[src/dprp_pkg.sv]
// Shared constants and carrier types for the dual-port memory primitive
package dprp_pkg;
	// Cycles from address to registered read data
	localparam int DPRP_READ_LATENCY = 1;
	// Value of each read output bit after reset
	localparam logic DPRP_OUT_RST_BIT = 1'b0;
	// Value shown where a read result is undefined
	localparam logic DPRP_UNDEF_BIT = 1'b0;
	// Fill used for uninitialised contents when zero fill is chosen
	localparam logic DPRP_UNINIT_BIT = 1'b0;
	// Index of each interface in the per-port arrays
	localparam int DPRP_PORT_ONE = 0;
	localparam int DPRP_PORT_TWO = 1;
	localparam int DPRP_NUM_PORTS = 2;
	// Default shape of the memory
	localparam int DPRP_DEF_DEPTH = 16;
	localparam int DPRP_DEF_DATA_W = 16;
	localparam int DPRP_DEF_LANES = 1;

	// Strobes of one interface
	typedef struct packed {
		logic write_enable;
		logic read_qualifier;
	} dprp_strobe_t;
endpackage

[src/dprp_dual_port_ram.sv]
// Synchronous dual-port memory primitive with vector and complex data
// Function
// - Undefined-collision option: read of address written by other port is undefined.
// - Option enables port two writes; otherwise port two is read-only.
// - Hardware init loads initial data; otherwise contents follow uninitialised setting.
// - Qualifier low: that output unspecified, read may be suppressed.
// - Without qualifier option, reads behave as always enabled.
// - Write enable high writes that interface's data to its address.
// - One unsigned address per interface serves both read and write.
// - Each output shows data read at its own interface's address.
// - Depth equals initial vector length; all lanes share one value.
// - Matrix init: rows give entries; column count must equal lane count.
// - Data may be vector and complex; address and strobes are real.
// - Each port reads new data on its own write; the other port reads old.
// - Address beyond depth makes that interface's read output undefined.
//
// Implementation choices: the address-and-strobe port and the reset of the read outputs.
`timescale 1ns/10ps
module dprp_dual_port_ram #(
	parameter int DEPTH = dprp_pkg::DPRP_DEF_DEPTH,
	parameter int ADDR_W = (DEPTH > 1) ? $clog2(DEPTH) : 1,
	parameter int DATA_W = dprp_pkg::DPRP_DEF_DATA_W,
	parameter int LANES = dprp_pkg::DPRP_DEF_LANES,
	parameter bit COMPLEX_EN = 1'b0,
	parameter bit UNDEF_COLLISION_OPTION = 1'b0,
	parameter bit ALLOW_WRITE_BOTH = 1'b0,
	parameter bit READ_QUAL_EN = 1'b0,
	parameter bit HW_INIT_EN = 1'b0,
	parameter bit UNINIT_ZERO = 1'b1,
	parameter bit INIT_MATRIX_EN = 1'b0,
	parameter int INIT_COLS = dprp_pkg::DPRP_DEF_LANES,
	parameter int ELEM_W = COMPLEX_EN ? 2 * DATA_W : DATA_W,
	parameter logic [DEPTH*ELEM_W-1:0] INIT_VECTOR = '0,
	parameter logic [DEPTH*LANES*ELEM_W-1:0] INIT_MATRIX = '0
) (
	// Clock and reset
	input wire logic i_core_clk,
	input wire logic i_rstn,
	// Interface one
	input wire logic [ADDR_W-1:0] i_port_one_location,
	input wire logic [LANES*ELEM_W-1:0] i_port_one_write_data,
	input wire dprp_pkg::dprp_strobe_t i_port_one_strobes,
	// Interface two
	input wire logic [ADDR_W-1:0] i_port_two_location,
	input wire logic [LANES*ELEM_W-1:0] i_port_two_write_data,
	input wire dprp_pkg::dprp_strobe_t i_port_two_strobes,
	// Read data
	output logic [LANES*ELEM_W-1:0] o_port_one_read_out,
	output logic [LANES*ELEM_W-1:0] o_port_two_read_out
);
	import dprp_pkg::*;

	localparam int WORD_W = LANES * ELEM_W;
	localparam logic [ADDR_W:0] DEPTH_V = (ADDR_W + 1)'(DEPTH);
	localparam logic [WORD_W-1:0] OUT_RST = {WORD_W{DPRP_OUT_RST_BIT}};
	localparam logic [WORD_W-1:0] UNDEF_WORD = {WORD_W{DPRP_UNDEF_BIT}};

	typedef logic [WORD_W-1:0] dprp_mem_t [DEPTH];

	// Contents at configuration: loaded data, zero fill or left unknown
	function automatic dprp_mem_t init_contents();
		dprp_mem_t m;
		for (int e = 0; e < DEPTH; e++)
		begin
			for (int l = 0; l < LANES; l++)
			begin
				if (!HW_INIT_EN)
				begin
					if (UNINIT_ZERO)
					begin
						m[e][l*ELEM_W +: ELEM_W] = {ELEM_W{DPRP_UNINIT_BIT}};
					end
				end
				else if (INIT_MATRIX_EN)
				begin
					m[e][l*ELEM_W +: ELEM_W] = INIT_MATRIX[(e*LANES+l)*ELEM_W +: ELEM_W];
				end
				else
				begin
					m[e][l*ELEM_W +: ELEM_W] = INIT_VECTOR[e*ELEM_W +: ELEM_W];
				end
			end
		end
		return m;
	endfunction

	// Loaded once by its declaration, so the write process stays the only writer
	dprp_mem_t mem = init_contents();

	// Per-port views, so the read path is one loop
	logic [ADDR_W-1:0] loc [DPRP_NUM_PORTS];
	logic [WORD_W-1:0] wdata [DPRP_NUM_PORTS];
	logic we [DPRP_NUM_PORTS];
	logic rq [DPRP_NUM_PORTS];
	logic in_range [DPRP_NUM_PORTS];
	logic [WORD_W-1:0] rd_word [DPRP_NUM_PORTS];
	logic [WORD_W-1:0] q [DPRP_NUM_PORTS];
	logic [WORD_W-1:0] next_q [DPRP_NUM_PORTS];

	// Configuration checks at elaboration
	generate
		if (INIT_MATRIX_EN && (INIT_COLS != LANES))
		begin : g_bad_cols
			$error("Initial matrix column count differs from lane count");
		end
		if (DEPTH < 1)
		begin : g_bad_depth
			$error("Memory depth must be at least one");
		end
	endgenerate

	assign loc[DPRP_PORT_ONE] = i_port_one_location;
	assign loc[DPRP_PORT_TWO] = i_port_two_location;
	assign wdata[DPRP_PORT_ONE] = i_port_one_write_data;
	assign wdata[DPRP_PORT_TWO] = i_port_two_write_data;
	assign we[DPRP_PORT_ONE] = i_port_one_strobes.write_enable;
	// Port two strobe ignored unless writes on both ports are allowed
	assign we[DPRP_PORT_TWO] = ALLOW_WRITE_BOTH & i_port_two_strobes.write_enable;
	// Without the option the qualifiers act as tied high
	assign rq[DPRP_PORT_ONE] = ~READ_QUAL_EN | i_port_one_strobes.read_qualifier;
	assign rq[DPRP_PORT_TWO] = ~READ_QUAL_EN | i_port_two_strobes.read_qualifier;

	genvar p;
	generate
		for (p = 0; p < DPRP_NUM_PORTS; p++)
		begin : g_port
			localparam int OTHER = DPRP_NUM_PORTS - 1 - p;

			assign in_range[p] = {1'b0, loc[p]} < DEPTH_V;
			assign rd_word[p] = in_range[p] ? mem[loc[p]] : UNDEF_WORD;

			always_comb
			begin
				next_q[p] = q[p];
				if (!rq[p])
				begin
					next_q[p] = q[p];
				end
				else if (!in_range[p])
				begin
					next_q[p] = UNDEF_WORD;
				end
				else if (we[p])
				begin
					next_q[p] = wdata[p];
				end
				else if (UNDEF_COLLISION_OPTION && we[OTHER] && (loc[OTHER] == loc[p]))
				begin
					next_q[p] = UNDEF_WORD;
				end
				else
				begin
					next_q[p] = rd_word[p];
				end
			end

			always_ff @(posedge i_core_clk or negedge i_rstn)
			begin
				if (!i_rstn)
				begin
					q[p] <= OUT_RST;
				end
				else
				begin
					q[p] <= next_q[p];
				end
			end
		end
	endgenerate

	// Writes; port one goes last so it wins a same-address double write
	always_ff @(posedge i_core_clk)
	begin
		if (we[DPRP_PORT_TWO] && in_range[DPRP_PORT_TWO])
		begin
			mem[loc[DPRP_PORT_TWO]] <= wdata[DPRP_PORT_TWO];
		end
		if (we[DPRP_PORT_ONE] && in_range[DPRP_PORT_ONE])
		begin
			mem[loc[DPRP_PORT_ONE]] <= wdata[DPRP_PORT_ONE];
		end
	end

	assign o_port_one_read_out = q[DPRP_PORT_ONE];
	assign o_port_two_read_out = q[DPRP_PORT_TWO];

	logic same_loc;
	assign same_loc = loc[DPRP_PORT_ONE] == loc[DPRP_PORT_TWO];
endmodule

[config.mk]
export PLATFORM = sky130hd
export DESIGN_NAME = dprp_dual_port_ram
export DESIGN_NICKNAME = d
export VERILOG_FILES = /design/src/dprp_pkg.sv /design/src/dprp_dual_port_ram.sv
export SDC_FILE = /design/constraint.sdc
export NUM_CORES = 1
export LEC_CHECK = 0
export BUFFER_PORTS_ARGS = -buffer_cell sky130_fd_sc_hd__buf_4
export CAP_MARGIN = 40
export CORE_AREA = 4 4 198 200
export DETAILED_ROUTE_END_ITERATION = 8
export DIE_AREA = 0 0 202 204
export GPL_TIMING_DRIVEN = 0
export SLEW_MARGIN = 20
export SYNTH_ARGS = -nofsm -noshare
export SYNTH_HDL_FRONTEND = slang
export SYNTH_SLANG_ARGS = --single-unit
[constraint.sdc]
create_clock -name i_core_clk -period 1.3 [get_ports i_core_clk]
set_input_delay 0.26 -clock i_core_clk [delete_from_list [all_inputs] [get_ports i_core_clk]]
set_output_delay 0.26 -clock i_core_clk [all_outputs]
set_load 0.05 [all_outputs]
# After elaboration in Yosys (flattened, before gate mapping)
# Memory sizes are Yosys's and may differ from the RTL's. A register that Yosys moved wholly into a read port is not among the register bits.
# Cells that the tools add are included.
# word_totals
register_bits	0
ramBits	256
output_inout_bits	32
word_cells	5
n_memories	1
# op_classes
muxes	2
reduce_logical	2
# memory_table
name	words	word_bits	rd	rd_clocked_by_memory_dff	wr	line	source
mem	16	16	2	2	1	dprp_dual_port_ram.sv:88	dprp_mem_t mem = init_contents();
# ops
cell	n
logical NOT 1 bit	2
2-to-1 mux 1 bit	2

# Logic depth before layout (Yosys ltp)
# Gate-level depths: netlist of run 1.
# depth
word_depth	2
depth_mapped	8
ltp_nobuf	4

# Worst setup path after synthesis of run 1
# No wires, ideal clock.
# synth_timing
path_kind	input port to flip-flop
startpoint	in i_port_one_location[0]
endpoint	mem mem[0][0] (netlist bit), enable pin
arrival_time_ns	2.018
required_ns	0.912
setup_slack_ns	-1.106
cell_stages	5
n_path_buf	3
path_cell_list	buf_4 buf_4 buf_2 or3b_2 nor2_1
# synth_lines
item	line	source
start, declared	dprp_dual_port_ram.sv:40	input wire logic [ADDR_W-1:0] i_port_one_location,
end, declared	dprp_dual_port_ram.sv:88	
# No word-level cell before the write port.

==> results of run 1 <==
==> state kept, by name (all words and copies together) (netlist names) <==
name	flops
mem	256
o_port_one_read_out	16
o_port_two_read_out	16
==> cells by family after synthesis <==
kind of cell	after synthesis	share of synthesized area [%]
simple gates	52	2.17
buf+inv	52	2.44
flops	288	65.6
mux	177	26.0
compound gates	74	3.80
==> critical path, delay by kind of cell (launching register included) <==
kind	cells	cell delay, ns
flip-flops	1	0.39
multiplexers	2	1.04
==> repair_timing <==
action	CTS	global route
setup endpoints to repair	319	120
cloned	1	1
resized for setup	79	33
endpoints found under the hold margin	183	0
buffers inserted	42	23
pin swaps	21	15
hold buffers	13	0
==> metrics by stage <==
step	area [µm²]	util, %
final	16500	44.1
after global routing	16500	44.1
after CTS	16200	43.3
after detailed placement	14200	38.1
after global placement	14100	37.6
after floorplan	13000	-
==> layout by cell type (no fill, tap or decap), types with 11 or more instances in the layout <==
cell / count
clkbuf_1: 11
buf_4: 72
nor2b_1: 13
buf_12: 32
dlygate4sd3_1: 13
a22oi_2: 13
o22ai_1: 29
mux2i_1: 64
dfrtp_1: 32
nor2_4: 16
edfxtp_1: 256
buf_6: 41
mux4_2: 110
clkbuf_16: 32
==> power by group through the flow <==
stage	combinational (W)	sequential, W	clock (W)
floorplan	0.00110	0.0110	0
global placement	0.00232	0.0106	0
detailed placement	0.00235	0.0107	0
CTS	0.00259	0.0105	0.00858
global route	0.00281	0.0105	0.00900
finish	0.00269	0.0105	0.00841
==> layer usage <==
metal / GRT usage (%) / routed length, µm / vias up
li1: - / - / 3085
met1: 24.3 / 15300 / 3879
met2: 29.7 / 18300 / 359
met3: 3.67 / 3030 / 94
met4: 6.15 / 1390 / 2
met5: 0 / 13 / -
==> final timing paths <==
path                                           from                      end  slack, ns
max                                     mem[11][13]  o_port_two_read_out[13]      -0.26
min                        i_port_one_write_data[0]                mem[4][0]       0.02
max reg2reg                             mem[11][13]  o_port_two_read_out[13]      -0.26
min reg2reg                               mem[6][6]   o_port_one_read_out[6]       0.79
max in group asynchronous                    i_rstn   o_port_two_read_out[3]       0.71
min in group asynchronous                    i_rstn   o_port_two_read_out[4]       0.21
==> cell type report <==
type | count | area (µm²)
fill | 3186 | 20900
sequential | 288 | 8490
multi-input combinational | 303 | 4280
timing repair buffer | 139 | 1550
clock buffer | 41 | 863
tap | 511 | 639
buffer | 49 | 564
clock inverter | 17 | 113
inverter | 1 | 3.75
==> key figures, run 1 <==
Run status
  • Status: finished, violations left
  • Failing checks: negative setup slack

Worst setup path
  • Critical Path Fanout Max: 2
  • Worst path required time: 1.73 ns
  • Worst Path Class, Setup: reg2reg
  • R2R cell count: 2
  • Most frequent CP cell: mux4_2
  • CP Cell Sequence: mux4_2 -> mux4_2
  • Setup crit end kind: flip-flop
  • Slowest cell on the critical path: mux4_2
  • CP arrival: 1.99 ns
  • Slowest cell delay on critical path: 0.54 ns
  • Setup crit start kind: flip-flop

Routing
  • Vias per cell: 5.50
  • Vias: 7419
  • Routed Antenna Nets: 0
  • Initial DRC count: 809
  • DRC: 0
  • WL/cell: 28.2 µm
  • Routed wire length: 38100 µm
  • Drt pass-1 iters: 5

Power
  • Comb power frac: 12.5%
  • Leak Pwr: 5.62 nW
  • Reg power frac: 48.6%
  • Switching part of the total: 24.2%
  • PwrDens: 1310 nW/µm²
  • Worst VDD drop: 0.00119 V
  • Psw: 0.00522 W
  • Clock power frac: 39.0%
  • Internal Power: 0.0164 W
  • Tot Pwr: 0.0216 W

Synth
  • Main synth FF type: edfxtp_1
  • Sequential share of the synthesized area: 65.6%
  • Synth top cells by count: edfxtp_1, mux2i_1, mux4_2
  • Synthesized Nets: 689
  • Most frequent cell after synthesis: edfxtp_1
  • Average size of a mapped cell: 20.1 µm²
  • Number of synthesized register bits: 288
  • Yosys warnings: 0
  • Cell Area, Synth: 12900 µm²
  • Cell taking the most area after synthesis: edfxtp_1
  • Top cell type's share of synthesized area: 59.4%
  • Post-Syn Instances: 643
  • Synth cell types: 33
  • Async set or reset register ratio after synthesis: 11.1%
  • Top cells by area, synth: edfxtp_1, mux4_2, mux4_1
  • EDFF count, synth: 256

STA
  • Worst setup margin: -0.263 ns
  • Max Clock Freq: 640 MHz
  • Clk_skew: 0.0125 ns
  • Fin crit period: 1.56 ns
  • Least-Margin Pin Slew: 0.934 ns
  • RSZ-0062 raised after global routing: true
  • Fin. max-slew vios: 0
  • Worst hold slack: 0.0202 ns
  • Final hold viol count: 0
  • Endpoints failing setup: 54
  • Final worst-path cycle share: 120%
  • Final TNS setup: -5.34 ns
  • Relative slew slack: 37.7%

Placement
  • DP Worst Slack: -1.32 ns
  • Placed Instances: 1214
  • I/O Buffers: 52
  • Hpwl dp: 22500 µm
  • Routability Congestion: 0.772

Floorplanning
  • Std cell rows: 71
  • Core ar.: 37400 µm²
  • Die Area: 41200 µm²
  • I/O pin count: 78
  • Die Wd: 202 µm
  • Die H: 204 µm
  • Initial Utilization: 34.6%

Clock tree
  • Clock slew at reported path FFs: 0.06 ns
  • CTS H-tree depth: 1
  • CTS tree: yes
  • Clock net sink count: 288
  • Deepest clock path buffer count: 3
  • Total CTS buffers: 31
  • Clock latency on the worst-skew pair: 0.58 ns
  • Root buffer cell: clkbuf_16

Global route
  • GRT Total Usage: 18.1%
  • Number of global-route vias before repair: 7692
  • Largest net degree at the start of global routing: 33
  • Global-route wire length before repair: 53400 µm
  • Initial antenna violation count: 1
  • Grt total ovfl: 0

Hold path
  • Worst Hold Class: in2reg
  • Hold Path Depth: 1

Run
  • Max-cap violations: 0

Finish
  • ANT cells: 0
  • Share of cells above drive strength 1: 45.7%
  • Area growth, synth to finish: 27.5%
  • Nets: 859
  • Post-route non-filler standard cell count: 1349
Note: power is estimated with default switching activity, not from simulation.
==> run 2, diff against run 1 <==
Clock period 1.3 ns to 1.7 ns, I/O delays scaled along.
==> key figures, run 2 (same netlist as run 1, synthesis figures left out) <==
Placement
  • Hpwl dp: 22800 µm (was 22500 µm)
  • I/O Buffers: 52 (unchanged)
  • Routability Congestion: 0.787 (was 0.772)

Run
  • Max-cap violations: 0 (unchanged)

STA
  • Final hold viol count: 0 (unchanged)
  • Final TNS setup: 0 ns (was -5.34 ns)
  • Fin. max-slew vios: 0 (unchanged)
  • Relative slew slack: 54.8% (was 37.7%)
  • Clk_skew: 0.00641 ns (was 0.0125 ns)
  • RSZ-0062 raised after global routing: false (was true)
  • Final worst-path cycle share: 97.1%
  • Endpoints failing setup: 0 (was 54)
  • Max Clock Freq: 606 MHz
  • Fin crit period: 1.65 ns
  • Least-Margin Pin Slew: 0.677 ns (was 0.934 ns)

Worst setup path
  • Worst Path Class, Setup: in2reg (was reg2reg)
  • CP Cell Sequence: buf_4 -> buf_2 -> clkbuf_4 -> nand2_2 -> nor2_4 -> buf_16 (was mux4_2 -> mux4_2)
  • CP arrival: 1.91 ns (was 1.99 ns)
  • CP Buf/Inv Count: 4 (was 0)
  • Reg-to-Reg End: o_port_two_read_out[1] (was o_port_two_read_out[13])
  • Worst R2R Start: mem[5][1] (was mem[11][13])
  • Slowest cell delay on critical path: 0.36 ns (was 0.54 ns)
  • Setup crit end kind: flip-flop (unchanged)
  • Slowest cell on the critical path: clkbuf_4 (was mux4_2)
  • Setup crit start kind: input pin (was flip-flop)
  • R2R cell count: 2 (unchanged)
  • Largest delay share family, worst path: buffers and inverters (was multiplexers)
  • Critical Path Fanout Max: 12 (was 2)
  • Worst path required time: 1.96 ns (was 1.73 ns)
  • Register-to-register setup slack: 0.14 ns (was -0.26 ns)

Clock tree
  • Total CTS buffers: 31 (unchanged)
  • Clock slew at reported path FFs: 0.06 ns (about the same)
  • CTS H-tree depth: 1 (unchanged)
  • Clock latency on the worst-skew pair: 0.56 ns (was 0.58 ns)
  • Deepest clock path buffer count: 3 (unchanged)
  • CTS tree: yes (unchanged)
  • Root buffer cell: clkbuf_16 (unchanged)
  • Clock net sink count: 288 (unchanged)

Finish
  • ANT cells: 0 (unchanged)
  • Area growth, synth to finish: 22.4% (was 27.5%)
  • Commonest cells after routing, fill and taps aside: edfxtp_1, mux4_2, buf_4, mux2i_1, dfrtp_1 (was edfxtp_1, mux4_2, buf_4, mux2i_1, buf_6)
  • Most common cell after layout, fill and taps aside: edfxtp_1 (unchanged)
  • Nets: 810 (was 859)
  • Share of cells above drive strength 1: 40.1% (was 45.7%)
  • Fillcell total: 3242 (was 3186)
  • Max reg flops: 256 (unchanged)
  • Fin util: 42.4% (was 44.1%)

Global route
  • Number of global-route vias before repair: 7514 (was 7692)
  • Global-route wire length before repair: 52900 µm (was 53400 µm)
  • GRT Total Usage: 17.9% (was 18.1%)
  • Largest net degree at the start of global routing: 33 (unchanged)
  • Grt total ovfl: 0 (unchanged)
  • Initial antenna violation count: 0 (was 1)

Floorplanning
  • Core ar.: 37400 µm² (unchanged)
  • Initial Utilization: 34.6% (unchanged)
  • Die H: 204 µm (unchanged)
  • Die Area: 41200 µm² (unchanged)
  • Std cell rows: 71 (unchanged)
  • Die Wd: 202 µm (unchanged)
  • I/O pin count: 78 (unchanged)

Routing
  • Drt pass-1 iters: 5 (unchanged)
  • Initial DRC count: 825 (was 809)
  • Routed Antenna Nets: 0 (unchanged)
  • Vias per cell: 5.50 (about the same)
  • WL/cell: 28.5 µm (was 28.2 µm)
  • DRC: 0 (unchanged)
  • Routed wire length: 37100 µm (was 38100 µm)
  • Vias: 7153 (was 7419)

Hold path
  • Worst Hold Class: in2reg (unchanged)
  • Worst Hold End: mem[13][11] (was mem[4][0])
  • Worst Min Path Start: i_port_one_write_data[11] (was i_port_one_write_data[0])
  • Hold Path Depth: 1 (unchanged)

Run status
  • Status: finished clean (was finished, violations left)

Power
  • Worst VDD drop: 0.000811 V (was 0.00119 V)
  • Leak Pwr: 5.35 nW (was 5.62 nW)
  • PwrDens: 1080 nW/µm² (was 1310 nW/µm²)
## run 2: worst max path at each step
stage	from	to	slack (ns)	cells after the start
2_1_floorplan	i_port_one_location[0]	mem[10][0]	-0.14	5
3_3_place_gp	i_port_one_location[3]	mem[12][8]	-1.09	6
3_5_place_dp	i_port_one_location[2]	o_port_one_read_out[4]	-0.99	6
4_1_cts	i_port_one_strobes[1]	mem[7][1]	0.02	5
5_1_grt	i_port_one_location[1]	mem[14][8]	0.04	6
6_report	i_port_one_location[1]	mem[14][4]	0.05	6
## run 2: timing repair
| action | CTS | global route |
|---|---|---|
| setup endpoints to repair | 254 | 32 |
| pin swaps | 15 | 0 |
| endpoints found under the hold margin | 32 | 0 |
| hold buffers | 1 | 0 |
| setup buffers | 27 | 0 |
| resized for setup | 7 | 5 |
## run 2: stage by stage
step	worst slack, ns	hold slack, ns	power [W]	cells	cell area (µm²)
2_1_floorplan	-0.142	0.0444	0.00927	643	13000
3_3_place_gp	-1.09	0.363	0.00991	1206	14100
3_5_place_dp	-0.993	0.375	0.00995	1214	14300
4_1_cts	0.0223	0.0760	0.0172	1300	15800
5_1_grt	0.0370	0.0950	0.0176	1300	15800
6_report	0.0496	0.0910	0.0171	1300	15800
## run 2: per-layer routing
metal	global-route usage, %	wire length [µm]	vias up
li1	-	-	2987
met1	24.7	15300	3791
met2	30.1	18200	319
met3	2.67	2700	56
met4	4.47	910	0
met5	0	0	-
## run 2: final cells by class
type	instances	area, µm²	area share (%)
sequential	288	8490	53.6
inverter	1	3.75	0.0237
tap	511	639	4.04
timing repair buffer	91	1050	6.65
buffer	48	438	2.76
multi-input combinational	303	4110	25.9
clock inverter	25	312	1.97
clock buffer	33	803	5.07
## run 2: power by group
group | internal (W) | switching (W)
clock | 0.00447 | 0.00281
sequential | 0.00792 | 0.0000767
combinational | 0.000733 | 0.00110
total | 0.0131 | 0.00398
